==> src/rtl/rsw_pkg.sv <==
// Constants, register map and types for the reset sequencer and watchdog
package rsw_pkg;

    // ----------------------------------------------------------------
    // Timing
    // ----------------------------------------------------------------
    localparam int CLK_FREQ_HZ       = 20_000_000;
    localparam int RC_FREQ_HZ        = 31_250;
    localparam int RC_DIV_CYCLES     = CLK_FREQ_HZ / RC_FREQ_HZ;
    localparam int POWERUP_DELAY_TIMER_TIME_MS      = 72;
    localparam int POWERUP_DELAY_TIMER_RC_TICKS     = POWERUP_DELAY_TIMER_TIME_MS * RC_FREQ_HZ / 1000;
    localparam int BOR_MIN_TIME_US   = 100;
    localparam int BOR_MIN_CYCLES    = (BOR_MIN_TIME_US * (CLK_FREQ_HZ / 1000) + 999) / 1000;
    localparam int MASTER_CLEAR_PIN_FILT_TIME_NS = 500;
    localparam int MASTER_CLEAR_PIN_FILT_CYCLES  = (MASTER_CLEAR_PIN_FILT_TIME_NS * (CLK_FREQ_HZ / 1_000_000) + 999) / 1000;
    localparam int OST_OSC_CYCLES    = 1024;

    // ----------------------------------------------------------------
    // Counter widths
    // ----------------------------------------------------------------
    localparam int RCDIV_W = 10;
    localparam int POWERUP_DELAY_TIMER_W  = 12;
    localparam int BOR_W   = 11;
    localparam int OST_W   = 11;
    localparam int FILT_W  = 4;
    localparam int PRE_W   = 16;
    localparam int POST_W  = 7;

    localparam logic [BOR_W-1:0]  BOR_LAST  = BOR_W'(BOR_MIN_CYCLES - 1);
    localparam logic [OST_W-1:0]  OST_LAST  = OST_W'(OST_OSC_CYCLES - 1);
    localparam logic [FILT_W-1:0] FILT_LAST = FILT_W'(MASTER_CLEAR_PIN_FILT_CYCLES - 1);

    // ----------------------------------------------------------------
    // Watchdog scaler
    // ----------------------------------------------------------------
    localparam int         PRE_MIN_SHIFT = 5;
    localparam logic [3:0] PRE_SEL_MAX   = 4'hb;

    // ----------------------------------------------------------------
    // Register map, byte addresses
    // ----------------------------------------------------------------
    localparam logic [7:0] REG_WDT_CTRL = 8'h00;
    localparam logic [7:0] REG_OPTION   = 8'h04;
    localparam logic [7:0] REG_COMMAND  = 8'h08;
    localparam logic [7:0] REG_CONFIG   = 8'h0c;
    localparam logic [7:0] REG_STATUS   = 8'h10;
    localparam logic [7:0] REG_PIN      = 8'h14;

    // Field positions
    localparam int WCTRL_SOFT_EN = 0;
    localparam int WCTRL_PS_LSB  = 1;
    localparam int OPT_PSA       = 3;
    localparam int OPT_PS_LSB    = 0;
    localparam int CMD_CLR_WDT   = 0;
    localparam int CFG_PIN_RESET_FUNCTION_ENABLE     = 0;
    localparam int CFG_POWERUP_TIMER_ENABLE_N_N  = 1;
    localparam int CFG_BROWNOUT_ENABLE     = 2;
    localparam int CFG_WATCHDOG_FUSE_ENABLE     = 3;
    localparam int CFG_OSC_LSB   = 4;
    localparam int STAT_WDT      = 0;
    localparam int STAT_BOR      = 1;
    localparam int STAT_PIN      = 2;
    localparam int STAT_ST_LSB   = 4;
    localparam int PIN_OUT       = 0;
    localparam int PIN_DIR       = 1;
    localparam int HTRANS_ACT    = 1;

    // Reset values
    localparam logic [4:0] WDT_CTRL_RST = 5'h08;
    localparam logic [3:0] OPTION_RST   = 4'hf;
    localparam logic [6:0] CONFIG_RST   = 7'h15;

    // Oscillator modes
    localparam logic [2:0] OSC_LP = 3'h0;
    localparam logic [2:0] OSC_XT = 3'h1;
    localparam logic [2:0] OSC_HS = 3'h2;

    typedef enum logic [4:0] {
        ST_HOLD = 5'h01,
        ST_POWERUP_DELAY_TIMER = 5'h02,
        ST_OST  = 5'h04,
        ST_RUN  = 5'h08,
        ST_WAKE = 5'h10
    } seq_state_type;

endpackage

==> src/rtl/wdt_if.sv <==
// Link between the sequencer and the watchdog scaler
`timescale 1ns/1ps
interface wdt_if;
    logic       tick;
    logic       run;
    logic       clearPre;
    logic       clearPost;
    logic       prescaler_assign;
    logic [3:0] preSel;
    logic [2:0] postSel;
    logic       timeout;

    modport ctrl   (output tick, run, clearPre, clearPost, prescaler_assign, preSel, postSel, input timeout);
    modport scaler (input tick, run, clearPre, clearPost, prescaler_assign, preSel, postSel, output timeout);
endinterface

==> src/rtl/reset_sequencer_and_watchdog.sv <==
// Device reset sequencer with watchdog and AHB-Lite register slave
//
// Chosen here: the AHB-Lite slave port and the register addresses.
`timescale 1ns/1ps
module reset_sequencer_and_watchdog import rsw_pkg::*; #(
    parameter int RC_DIV     = RC_DIV_CYCLES,
    parameter int POWERUP_DELAY_TIMER_TICKS = POWERUP_DELAY_TIMER_RC_TICKS
) (
    input  wire logic        clk,
    input  wire logic        arst_n,
    input  wire logic        hsel,
    input  wire logic [31:0] haddr,
    input  wire logic [1:0]  htrans,
    input  wire logic        hwrite,
    input  wire logic [2:0]  hsize,
    input  wire logic [31:0] hwdata,
    input  wire logic        hready,
    output logic             hreadyout,
    output logic [31:0]      hrdata,
    output logic             hresp,
    input  wire logic        resetPinIn,
    output logic             resetPinOut,
    output logic             resetPinOe,
    input  wire logic        supplyLowIn,
    input  wire logic        oscInputPin,
    input  wire logic        wakeFromSleep,
    input  wire logic        oscFailDetect,
    output logic             deviceReset,
    output logic             oscSettled
);

    typedef struct packed {
        seq_state_type      state;
        logic [RCDIV_W-1:0] rcDiv;
        logic               rcTick;
        logic [POWERUP_DELAY_TIMER_W-1:0]  pwrtCnt;
        logic [OST_W-1:0]   ostCnt;
        logic [BOR_W-1:0]   borCnt;
        logic               borTrip;
        logic [FILT_W-1:0]  filtCnt;
        logic               mclrSync1;
        logic               mclrSync2;
        logic               mclrFilt;
        logic               oscSync1;
        logic               oscSync2;
        logic               oscPrev;
        logic               lowSync1;
        logic               lowSync2;
        logic               powerCause;
        logic [4:0]         wdtCtrl;
        logic [3:0]         option;
        logic [6:0]         cfg;
        logic               pinOut;
        logic               pinDir;
        logic               wdtFlag;
        logic               borFlag;
        logic               wdtRun;
        logic               clrPre;
        logic               clrPost;
        logic               aWrite;
        logic               aRead;
        logic [7:0]         aAddr;
        logic [31:0]        rdata;
        logic               ready;
        logic               resp;
        logic               pinOeQ;
        logic               pinOutQ;
        logic               devRst;
        logic               settled;
    } regs_type;

    regs_type    s;
    regs_type    next_s;
    logic        isXtal;
    logic        mclrLow;
    logic        holdReq;
    logic        oscEdge;
    logic        busWr;
    logic [31:0] rd;

    wdt_if wif ();

    watchdog_scaler u_scaler (
        .clk    (clk),
        .arst_n (arst_n),
        .wif    (wif.scaler)
    );

    // ----------------------------------------------------------------
    // Next state
    // ----------------------------------------------------------------
    always_comb begin
        next_s = s;
        next_s.rcTick = 1'b0;
        next_s.clrPre = 1'b0;
        next_s.clrPost = 1'b0;
        next_s.resp = 1'b0;
        isXtal = (s.cfg[CFG_OSC_LSB+:3] == OSC_LP) || (s.cfg[CFG_OSC_LSB+:3] == OSC_XT)
                 || (s.cfg[CFG_OSC_LSB+:3] == OSC_HS);
        mclrLow = s.cfg[CFG_PIN_RESET_FUNCTION_ENABLE] && !s.mclrFilt;
        holdReq = mclrLow || s.borTrip;
        oscEdge = s.oscSync2 && !s.oscPrev;
        busWr = s.aWrite && hready;

        // Pin synchronisers
        next_s.mclrSync1 = resetPinIn;
        next_s.mclrSync2 = s.mclrSync1;
        next_s.oscSync1 = oscInputPin;
        next_s.oscSync2 = s.oscSync1;
        next_s.oscPrev = s.oscSync2;
        next_s.lowSync1 = supplyLowIn;
        next_s.lowSync2 = s.lowSync1;

        // Internal RC time base
        if (s.rcDiv == RCDIV_W'(RC_DIV - 1)) begin
            next_s.rcDiv = '0;
            next_s.rcTick = 1'b1;
        end else begin
            next_s.rcDiv = s.rcDiv + 1'b1;
        end

        // Master clear glitch filter
        if (s.mclrSync2 == s.mclrFilt) begin
            next_s.filtCnt = '0;
        end else if (s.filtCnt == FILT_LAST) begin
            next_s.mclrFilt = s.mclrSync2;
            next_s.filtCnt = '0;
        end else begin
            next_s.filtCnt = s.filtCnt + 1'b1;
        end

        // Register read
        rd = '0;
        case (s.aAddr)
            REG_WDT_CTRL: rd[4:0] = s.wdtCtrl;
            REG_OPTION: rd[3:0] = s.option;
            REG_CONFIG: rd[6:0] = s.cfg;
            REG_STATUS: begin
                rd[STAT_WDT] = s.wdtFlag;
                rd[STAT_BOR] = s.borFlag;
                rd[STAT_PIN] = s.mclrSync2;
                rd[STAT_ST_LSB+:5] = s.state;
            end
            REG_PIN: begin
                rd[PIN_OUT] = s.pinOut;
                rd[PIN_DIR] = s.pinDir;
            end
            default: rd = '0;
        endcase

        // Bus address and data phases
        if (s.aRead && !s.ready) begin
            next_s.rdata = rd;
            next_s.ready = 1'b1;
            next_s.aRead = 1'b0;
        end else if (hsel && htrans[HTRANS_ACT] && hready) begin
            next_s.aAddr = haddr[7:0];
            next_s.aWrite = hwrite;
            next_s.aRead = !hwrite;
            next_s.ready = hwrite;
        end else if (hready) begin
            next_s.aWrite = 1'b0;
            next_s.aRead = 1'b0;
        end
        if (busWr) begin
            case (s.aAddr)
                REG_WDT_CTRL: next_s.wdtCtrl = hwdata[4:0];
                REG_OPTION: next_s.option = hwdata[3:0];
                REG_CONFIG: next_s.cfg = hwdata[6:0];
                REG_COMMAND: begin
                    next_s.clrPre = hwdata[CMD_CLR_WDT];
                    next_s.clrPost = hwdata[CMD_CLR_WDT];
                end
                REG_STATUS: begin
                    next_s.wdtFlag = s.wdtFlag && !hwdata[STAT_WDT];
                    next_s.borFlag = s.borFlag && !hwdata[STAT_BOR];
                end
                REG_PIN: begin
                    next_s.pinOut = hwdata[PIN_OUT];
                    next_s.pinDir = hwdata[PIN_DIR];
                end
                default: next_s.rdata = s.rdata;
            endcase
        end
        if (oscFailDetect) begin
            next_s.clrPre = 1'b1;
        end

        // Brownout qualifier, independent of the power-up timer enable
        if (!s.cfg[CFG_BROWNOUT_ENABLE] || !s.lowSync2) begin
            next_s.borCnt = '0;
            next_s.borTrip = 1'b0;
        end else if (s.borCnt == BOR_LAST) begin
            next_s.borTrip = 1'b1;
            next_s.borFlag = 1'b1;
        end else begin
            next_s.borCnt = s.borCnt + 1'b1;
        end

        // Sequencer
        case (s.state)
            ST_HOLD: begin
                if (!holdReq) begin
                    if (s.powerCause && !s.cfg[CFG_POWERUP_TIMER_ENABLE_N_N]) begin
                        next_s.state = ST_POWERUP_DELAY_TIMER;
                        next_s.pwrtCnt = '0;
                    end else if (s.powerCause && isXtal) begin
                        next_s.state = ST_OST;
                        next_s.ostCnt = '0;
                    end else begin
                        next_s.state = ST_RUN;
                        next_s.powerCause = 1'b0;
                    end
                end
            end
            ST_POWERUP_DELAY_TIMER: begin
                if (s.rcTick) begin
                    if (s.pwrtCnt == POWERUP_DELAY_TIMER_W'(POWERUP_DELAY_TIMER_TICKS - 1)) begin
                        next_s.ostCnt = '0;
                        next_s.state = isXtal ? ST_OST : ST_RUN;
                        next_s.powerCause = isXtal;
                    end else begin
                        next_s.pwrtCnt = s.pwrtCnt + 1'b1;
                    end
                end
            end
            ST_OST, ST_WAKE: begin
                if (oscEdge) begin
                    if (s.ostCnt == OST_LAST) begin
                        next_s.state = ST_RUN;
                        next_s.powerCause = 1'b0;
                        next_s.clrPre = 1'b1;
                        next_s.clrPost = 1'b1;
                    end else begin
                        next_s.ostCnt = s.ostCnt + 1'b1;
                    end
                end
            end
            ST_RUN: begin
                if (wif.timeout) begin
                    next_s.state = ST_HOLD;
                    next_s.wdtFlag = 1'b1;
                end else if (wakeFromSleep && isXtal) begin
                    next_s.state = ST_WAKE;
                    next_s.ostCnt = '0;
                end
            end
            default: next_s.state = ST_HOLD;
        endcase
        if (s.borTrip) begin
            next_s.state = ST_HOLD;
            next_s.powerCause = 1'b1;
        end else if (mclrLow) begin
            next_s.state = ST_HOLD;
        end
        if (next_s.state == ST_HOLD) begin
            next_s.wdtCtrl = WDT_CTRL_RST;
        end

        // Watchdog enable, cleared whenever not running
        next_s.wdtRun = (next_s.cfg[CFG_WATCHDOG_FUSE_ENABLE] || next_s.wdtCtrl[WCTRL_SOFT_EN])
                        && (next_s.state == ST_RUN);

        // Registered outputs
        next_s.devRst = (next_s.state == ST_HOLD) || (next_s.state == ST_POWERUP_DELAY_TIMER)
                        || (next_s.state == ST_OST);
        next_s.settled = (next_s.state != ST_OST) && (next_s.state != ST_WAKE);
        next_s.pinOeQ = !next_s.cfg[CFG_PIN_RESET_FUNCTION_ENABLE] && next_s.pinDir;
        next_s.pinOutQ = next_s.pinOut;
    end

    always_ff @(posedge clk or negedge arst_n) begin
        if (!arst_n) begin
            s <= '0;
            s.state <= ST_HOLD;
            s.mclrSync1 <= 1'b1;
            s.mclrSync2 <= 1'b1;
            s.mclrFilt <= 1'b1;
            s.powerCause <= 1'b1;
            s.wdtCtrl <= WDT_CTRL_RST;
            s.option <= OPTION_RST;
            s.cfg <= CONFIG_RST;
            s.ready <= 1'b1;
            s.devRst <= 1'b1;
        end else begin
            s <= next_s;
        end
    end

    // ----------------------------------------------------------------
    // Outputs
    // ----------------------------------------------------------------
    assign wif.tick      = s.rcTick;
    assign wif.run       = s.wdtRun;
    assign wif.clearPre  = s.clrPre;
    assign wif.clearPost = s.clrPost;
    assign wif.prescaler_assign       = s.option[OPT_PSA];
    assign wif.preSel    = s.wdtCtrl[WCTRL_PS_LSB+:4];
    assign wif.postSel   = s.option[OPT_PS_LSB+:3];
    assign hreadyout     = s.ready;
    assign hrdata        = s.rdata;
    assign hresp         = s.resp;
    assign resetPinOut   = s.pinOutQ;
    assign resetPinOe    = s.pinOeQ;
    assign deviceReset   = s.devRst;
    assign oscSettled    = s.settled;
endmodule

==> src/rtl/watchdog_scaler.sv <==
// Watchdog prescaler and postscaler counters
`timescale 1ns/1ps
module watchdog_scaler import rsw_pkg::*; (
    input  wire logic clk,
    input  wire logic arst_n,
    wdt_if.scaler     wif
);

    typedef struct packed {
        logic [PRE_W-1:0]  pre;
        logic [POST_W-1:0] post;
        logic              timeout;
    } scaler_type;

    scaler_type s;
    scaler_type next_s;
    logic [3:0]        selC;
    logic [PRE_W-1:0]  preLimit;
    logic [POST_W-1:0] postLimit;

    // ----------------------------------------------------------------
    // Counting
    // ----------------------------------------------------------------
    always_comb begin
        next_s = s;
        next_s.timeout = 1'b0;
        selC = (wif.preSel > PRE_SEL_MAX) ? PRE_SEL_MAX : wif.preSel;
        preLimit = PRE_W'((17'h1 << (PRE_MIN_SHIFT + int'(selC))) - 17'h1);
        postLimit = POST_W'((8'h1 << wif.postSel) - 8'h1);
        if (!wif.run) begin
            next_s.pre = '0;
            next_s.post = '0;
        end else if (wif.tick) begin
            if (s.pre == preLimit) begin
                next_s.pre = '0;
                if (wif.prescaler_assign) begin
                    if (s.post == postLimit) begin
                        next_s.post = '0;
                        next_s.timeout = 1'b1;
                    end else begin
                        next_s.post = s.post + 1'b1;
                    end
                end else begin
                    next_s.post = '0;
                    next_s.timeout = 1'b1;
                end
            end else begin
                next_s.pre = s.pre + 1'b1;
            end
        end
        if (wif.clearPre) begin
            next_s.pre = '0;
        end
        if (wif.clearPost) begin
            next_s.post = '0;
        end
    end

    always_ff @(posedge clk or negedge arst_n) begin
        if (!arst_n) begin
            s <= '0;
        end else begin
            s <= next_s;
        end
    end

    assign wif.timeout = s.timeout;
endmodule

==> config.mk <==
export PLATFORM = sky130hd
export DESIGN_NAME = reset_sequencer_and_watchdog
export DESIGN_NICKNAME = d
export VERILOG_FILES = /design/src/rtl/rsw_pkg.sv /design/src/rtl/wdt_if.sv /design/src/rtl/reset_sequencer_and_watchdog.sv /design/src/rtl/watchdog_scaler.sv
export SDC_FILE = /design/constraint.sdc
export NUM_CORES = 1
export LEC_CHECK = 0
export ABC_AREA = 1
export BUFFER_PORTS_ARGS = -buffer_cell sky130_fd_sc_hd__buf_2
export CORE_MARGIN = 3
export CORE_UTILIZATION = 55
export DETAILED_ROUTE_END_ITERATION = 8
export PLACE_DENSITY_LB_ADDON = 0.12
export SYNTH_ARGS = -nofsm -noshare
export SYNTH_HDL_FRONTEND = slang
export SYNTH_SLANG_ARGS = --single-unit
==> constraint.sdc <==
create_clock -name clk -period 2.2 [get_ports clk]
set_input_delay 0 -clock clk [delete_from_list [all_inputs] [get_ports clk]]
set_output_delay 0 -clock clk [all_outputs]
set_load 0.02 [all_outputs]
After elaboration in Yosys (flattened, before gate mapping)
Index checks and enable logic that the tools add are counted.
{ "totals": {"wordCells": 243, "latch_bits": 0, "mem_bits_ro": 0, "reg_bits": 157, "ramBits": 0, "memories": 0, "output_inout_bits": 38} }
{ "classes": {"mux": 84, "order_cmp": 1, "multipliers": 0, "bitwise": 2, "n_shift": 2, "eq_ne": 49, "add_sub_neg": 10, "n_reduce_logical": 55, "div": 0} }
{ "ops": {"columns": ["operator", "count"], "rows": [
  ["$mux 32", 3],
  ["$mux 11", 8],
  ["$mux 23", 3],
  ["$mux 5", 11],
  ["$pmux 11 s4", 1],
  ["$mux 12", 3],
  ["$mux 16", 2],
  ["$shl 1x32->16 const A", 1],
  ["$mux 4", 7],
  ["$ne 2x2->1 const B", 13],
  ["$mux 24", 1],
  ["$pmux 12 s2", 1],
  ["$add 11x1->11 const B", 2],
  ["$mux 7", 3],
  ["$ne 3x3->1 const B", 7],
  ["$mux 1", 20],
  ["$mux 2", 10],
  ["$mux 20", 1],
  ["$pmux 5 s4", 1],
  ["$add 16x1->16 const B", 1],
  ["$eq 16x16->1", 1],
  ["$eq 8x4->1 const B", 2],
  ["$eq 8x5->1 const B", 2],
  ["$mux 8", 2],
  ["47 further kinds", 97]
]} }

Longest topological paths before layout
{ "logic_depth": {"ltp_word": 14, "depth_mapped": 14, "ltp_nobuf": 14} }

Modules after synthesis
Synthesis repeated with hierarchy kept, for this count alone.
{ "hier_totals": {"cells_unflattened": 1081, "hier_area_um2": 8110.3} }
{ "by_module_without_submodules": {"columns": ["mod", "cells_each", "area_each_um2", "seq_area_each_um2", "instances"], "rows": [
  ["reset_sequencer_and_watchdog", 732, 5894.4, 2771.4, 1],
  ["watchdog_scaler", 349, 2215.9, 600.6, 1]
]} }

Worst setup path after synthesis
OpenSTA, ideal clock, no wires.
{ "synth_path": {"path_type": "reg2reg", "from": "register s[108] in the netlist's numbering", "to": "register s[96] in the netlist's numbering", "setup_slack_ps": 481, "n_path_buf": 1, "arrival_time_ps": 1600, "setup_time_ps": 119, "period_less_slack_ps": 1719, "path_stages_with_launch": 13, "path_cell_list": "dfrtp_1 -> inv_1 -> ha_1 -> nand3_1 -> nor3_1 -> nand2_1 -> nand2_1 -> nand2_1 -> nor2_1 -> nand3_2 -> clkbuf_4 -> nand2_1 -> o21ai_2"} }
{ "synth_via": {"elab_chain_len": 3} }
{ "synth_lines": {"columns": ["element", "line_no", "rtl"], "rows": [
  ["from (decl)", "reset_sequencer_and_watchdog.sv:72", "regs_type s;"],
  ["from (signal assigned)", "reset_sequencer_and_watchdog.sv:286", "s <= next_s;"],
  ["$eq 12x12->1", "reset_sequencer_and_watchdog.sv:218", "if (s.pwrtCnt == POWERUP_DELAY_TIMER_W'(POWERUP_DELAY_TIMER_TICKS - 1)) begin"],
  ["$ne 2x2->1 (no source line)", null, null],
  ["$reduce_and 10->1 (no source line)", null, null]
]} }
No other way between the ends.
A chain may end at the register's enable or synchronous reset.

Worst setup path in the final report
{ "layout_path": {"from": "register s[70] in the netlist's numbering", "to": "register u_scaler.s[18] in the netlist's numbering"} }
{ "layout_via": {"elab_chain_len": 10} }
{ "layout_lines": {"columns": ["element", "line_no", "rtl"], "rows": [
  ["$gt 4x4->1", "watchdog_scaler.sv:27", "selC = (wif.preSel > PRE_SEL_MAX) ? PRE_SEL_MAX : wif.preSel;"],
  ["$mux 4 *", "watchdog_scaler.sv:27", null],
  ["$add 3x4->5 *", "watchdog_scaler.sv:28", "preLimit = PRE_W'((17'h1 << (PRE_MIN_SHIFT + int'(selC))) - 17'h1);"],
  ["$shl 1x32->16 *", "watchdog_scaler.sv:28", null],
  ["$sub 16x1->16 *", "watchdog_scaler.sv:28", null],
  ["$eq 16x16->1 *", "watchdog_scaler.sv:34", "if (s.pre == preLimit) begin"],
  ["$mux 16 *", "watchdog_scaler.sv:34", null],
  ["$mux 24 *", "watchdog_scaler.sv:33", "end else if (wif.tick) begin"],
  ["$mux 23 *", "watchdog_scaler.sv:30", "if (!wif.run) begin"],
  ["$mux 16 *", "watchdog_scaler.sv:51", "if (wif.clearPre) begin"],
  ["to (signal assigned)", "watchdog_scaler.sv:63", "s <= next_s;"],
  ["to (decl)", "watchdog_scaler.sv:15", "scaler_type s;"]
]} }
Mark *: on every way between the ends. The rest lies on a longest branch, timed or not. The select of a mux whose other input is x is not followed.

==> results by group <==
Global route
  • Global-route wire length before repair: 29.77 mm
  • M3 GR Usage: 4.674%
  • GRT busiest layer: met2
  • Antenna violations before repair: 0
  • Grt ovf: 0
  • Vias in the first global route: 6285
  • M1 GR Usage: 32.28%
  • Gr usage total: 23.22%
  • Grt met2 use: 36.45%
  • Largest net degree at the start of global routing: 60

Pwr
  • Logic pwr share: 12.1%
  • Switching Fraction: 26.59%
  • Sequential share of power: 40.7%
  • Pwr/cell area: 724.4 mW/mm²
  • Total power: 6.460 mW
  • Int Pwr: 4.742 mW
  • NetSw: 1.718 mW
  • Peak VDD IR: 0.0005900 V
  • Leakage: 4.196 nW
  • Clock power share: 47.2%

Setup path
  • CP bufs+invs: 1
  • Worst path top cell family by delay: simple AND/OR/NAND/NOR gates
  • Worst Setup Start Kind: flop
  • Crit path DAT: 2.24 ns
  • CP dominant cell by count: nand2_1
  • Worst path slowest cell: dfrtp_1
  • Crit path kind: flop to flop
  • Crit end category: flop
  • CP Data Required Time: 2.49 ns
  • Slowest Stage Delay on Critical Path: 0.56 ns
  • Critical path cell sequence: inv_2 > nor2_1 > nand2_1 > nand2_1 > nand3_1 > nand2_1 > nand2_1 > nor2_2 > nand2_2 > nand2_4 > o22ai_1
  • CP Max Fanout: 10

Yosys
  • Top cell type's share of synthesized area: 38.51%
  • Synth area leader: dfrtp_1
  • Post-synthesis async set-or-reset flop share: 100.0%
  • Post-synthesis sequential area ratio: 43.60%
  • #FFs+latches synth: 134
  • Synth area leaders: dfrtp_1 39%, nand2_1 11%, inv_1 6.1%, nand3_1 6.0%, dfstp_2 5.1%
  • Synth Instances: 995
  • Mean Syn Cell Area: 7.773 µm²
  • Combined area of all synthesized cells: 0.007734 mm²
  • Synth warn: 0
  • Cell variety after synth: 52
  • Number of flops mapped to enable cells by yosys: 0
  • Main flop type after synthesis: dfrtp_1

Clock network
  • # clock sinks: 134
  • Num CTS Buffers: 17
  • Root Buffer: clkbuf_16
  • Clk pin slew, worst setup/hold paths: 0.06 ns
  • # H-tree levels: 4
  • Clock tree buffer depth: 2
  • CTS tree: yes
  • Worst-skew pair later-pin latency: 0.42 ns

Place
  • Pre-CTS WS: 0.1832 ns
  • IO Port Bufs: 39
  • Post-Place Cells: 1200
  • Detail Placement HPWL: 12.32 mm
  • GPL Wtd Cong: 0.9163

Floorplanning
  • Core Rows: 42
  • Die ar.: 0.01552 mm²
  • Initial Utilization: 57.26%
  • Core Footprint: 0.01351 mm²
  • Die Width: 124.6 µm
  • Io pins: 117
  • Die height: 124.6 µm

Routing
  • Final wirelength: 17.17 mm
  • Routed Antenna Nets: 0
  • Vias per cell: 5.194
  • # DRC: 0
  • DR WL/cell: 13.65 µm
  • Initial DRC count: 502
  • DRT Pass-1 Iters: 5
  • Via count: 6534

Finish
  • Final #Nets: 1158
  • Commonest non-fill, non-tap cell in the layout: nand2_1
  • Multi-input combinational cell area: 0.003603 mm²
  • Storage element area: 0.003372 mm²
  • Number of fill cells: 1130
  • # diodes: 0
  • Most frequent cells in the layout: 231 x nand2_1, 126 x inv_1, 119 x dfrtp_1
  • Share of layout cells above drive strength 1: 14.88%
  • Layout area overhead: 15.30%
  • Fin cells: 1258

Job
  • Max cap viols: 0

Timing
  • Final period utilization: 88.76%
  • Final setup fails: 0
  • Max Fclk: 0.5121 GHz
  • Clock Skew: 0.008761 ns
  • Hold slack: 0.1051 ns
  • Max-slew headroom: 63.19%
  • Final Hold Viols: 0
  • Tmin final: 1.953 ns
  • Setup_tns: 0 ns
  • Setup ws final: 0.2473 ns
  • Max Slew Vio Count: 0
  • RSZ-0062 raised after global routing: false
  • Measured slew at the worst slew-check pin: 0.5522 ns

Min path
  • Worst Hold Class: input pin to asynchronous set/reset pin

Status
  • Status: complete, no violations
worst paths after layout:
path	from	to	slack, ns	cells past startpoint
max	s[70]	u_scaler.s[18]	0.25	11
min	arst_n	u_scaler.s[10]	0.11	2
max reg2reg	s[70]	u_scaler.s[18]	0.25	11
max in group asynchronous	arst_n	s[59]	1.33	3
min in group clk	htrans[1]	s[40]	0.20	4
min reg2reg	next_s[72]	s[72]	0.35	0
registers in the layout, indices dropped and copies added, names as in the netlist, 4 cells and up:
register,count
u_scaler.s,23
s,88
hrdata,9
next_s,4
per-stage QoR:
step / instance area, µm² / utilization, %
floorplan: 7824 / -
global placement: 8019 / 59.38
detailed placement: 8019 / 59.38
CTS: 8906 / 65.94
global route: 8917 / 66.03
finish: 8917 / 66.03
repair_timing:
action | CTS | global route
gates resized for setup | 0 | 2
hold endpoints to repair | 128 | 0
endpoints found under the setup margin | 0 | 11
hold buffers | 26 | 0
buffers inserted | 0 | 0
metal layers:
| layer | vias to the layer above | share of wire [%] |
|---|---|---|
| met2 | 179 | 46 |
| met1 | 2996 | 47 |
| met5 | - | 0 |
| met4 | 0 | 1.8 |
| li1 | 3329 | - |
| met3 | 30 | 5.2 |
cell families (layout without fill, tap and decap cells):
group | after synthesis | in the layout | share of synthesized area (%)
buf+inv | 186 | 249 | 11.11
xor+xnor | 30 | 30 | 3.397
fa+ha+maj | 10 | 10 | 1.618
other cells | 2 | 26 | 0.09711
simple gates | 501 | 501 | 29.62
compound gates | 127 | 127 | 9.837
flops | 134 | 134 | 43.60
mux | 5 | 5 | 0.7118
worst reg2reg max path, stage by stage (launching register included):
cell and delay (ns):
dfrtp_1 0.56, inv_2 0.19, nor2_1 0.15, nand2_1 0.10
nand2_1 0.08, nand3_1 0.08, nand2_1 0.07, nand2_1 0.05
nor2_2 0.16, nand2_2 0.14, nand2_4 0.14, o22ai_1 0.09
cell usage after synthesis, types with 6 or more instances:
cell type    n
ha_1        10
o21ai_2     10
inv_2       11
or2_2        6
o21ai_1     10
dfrtp_1    119
a21oi_1     24
dfstp_2     15
nand2_2      8
buf_4       33
o22ai_1     14
nand3_1     93
nand2_1    231
nor3_1      23
xnor2_1      6
inv_1      126
nor2_1      86
xor2_1      24
o21ai_0     47
nand4_1     26
power groups by stage:
stage               registers (mW)  logic (mW)  clock network [mW]
floorplan                     2.68       0.555                   0
global placement              2.67       0.740                   0
detailed placement            2.67       0.745                   0
CTS                           2.63       0.787                3.09
global route                  2.64       0.885                3.20
finish                        2.63       0.783                3.05
final cells by class:
class / instances / area share (%)
Sequential cell: 134 / 37.81
Clock buffer: 19 / 4.855
Inverter: 139 / 5.865
Tap cell: 176 / 2.469
Multi-Input combinational cell: 699 / 40.41
Timing Repair Buffer: 78 / 6.412
Clock inverter: 13 / 2.175
(Power assumes the default switching activity.)
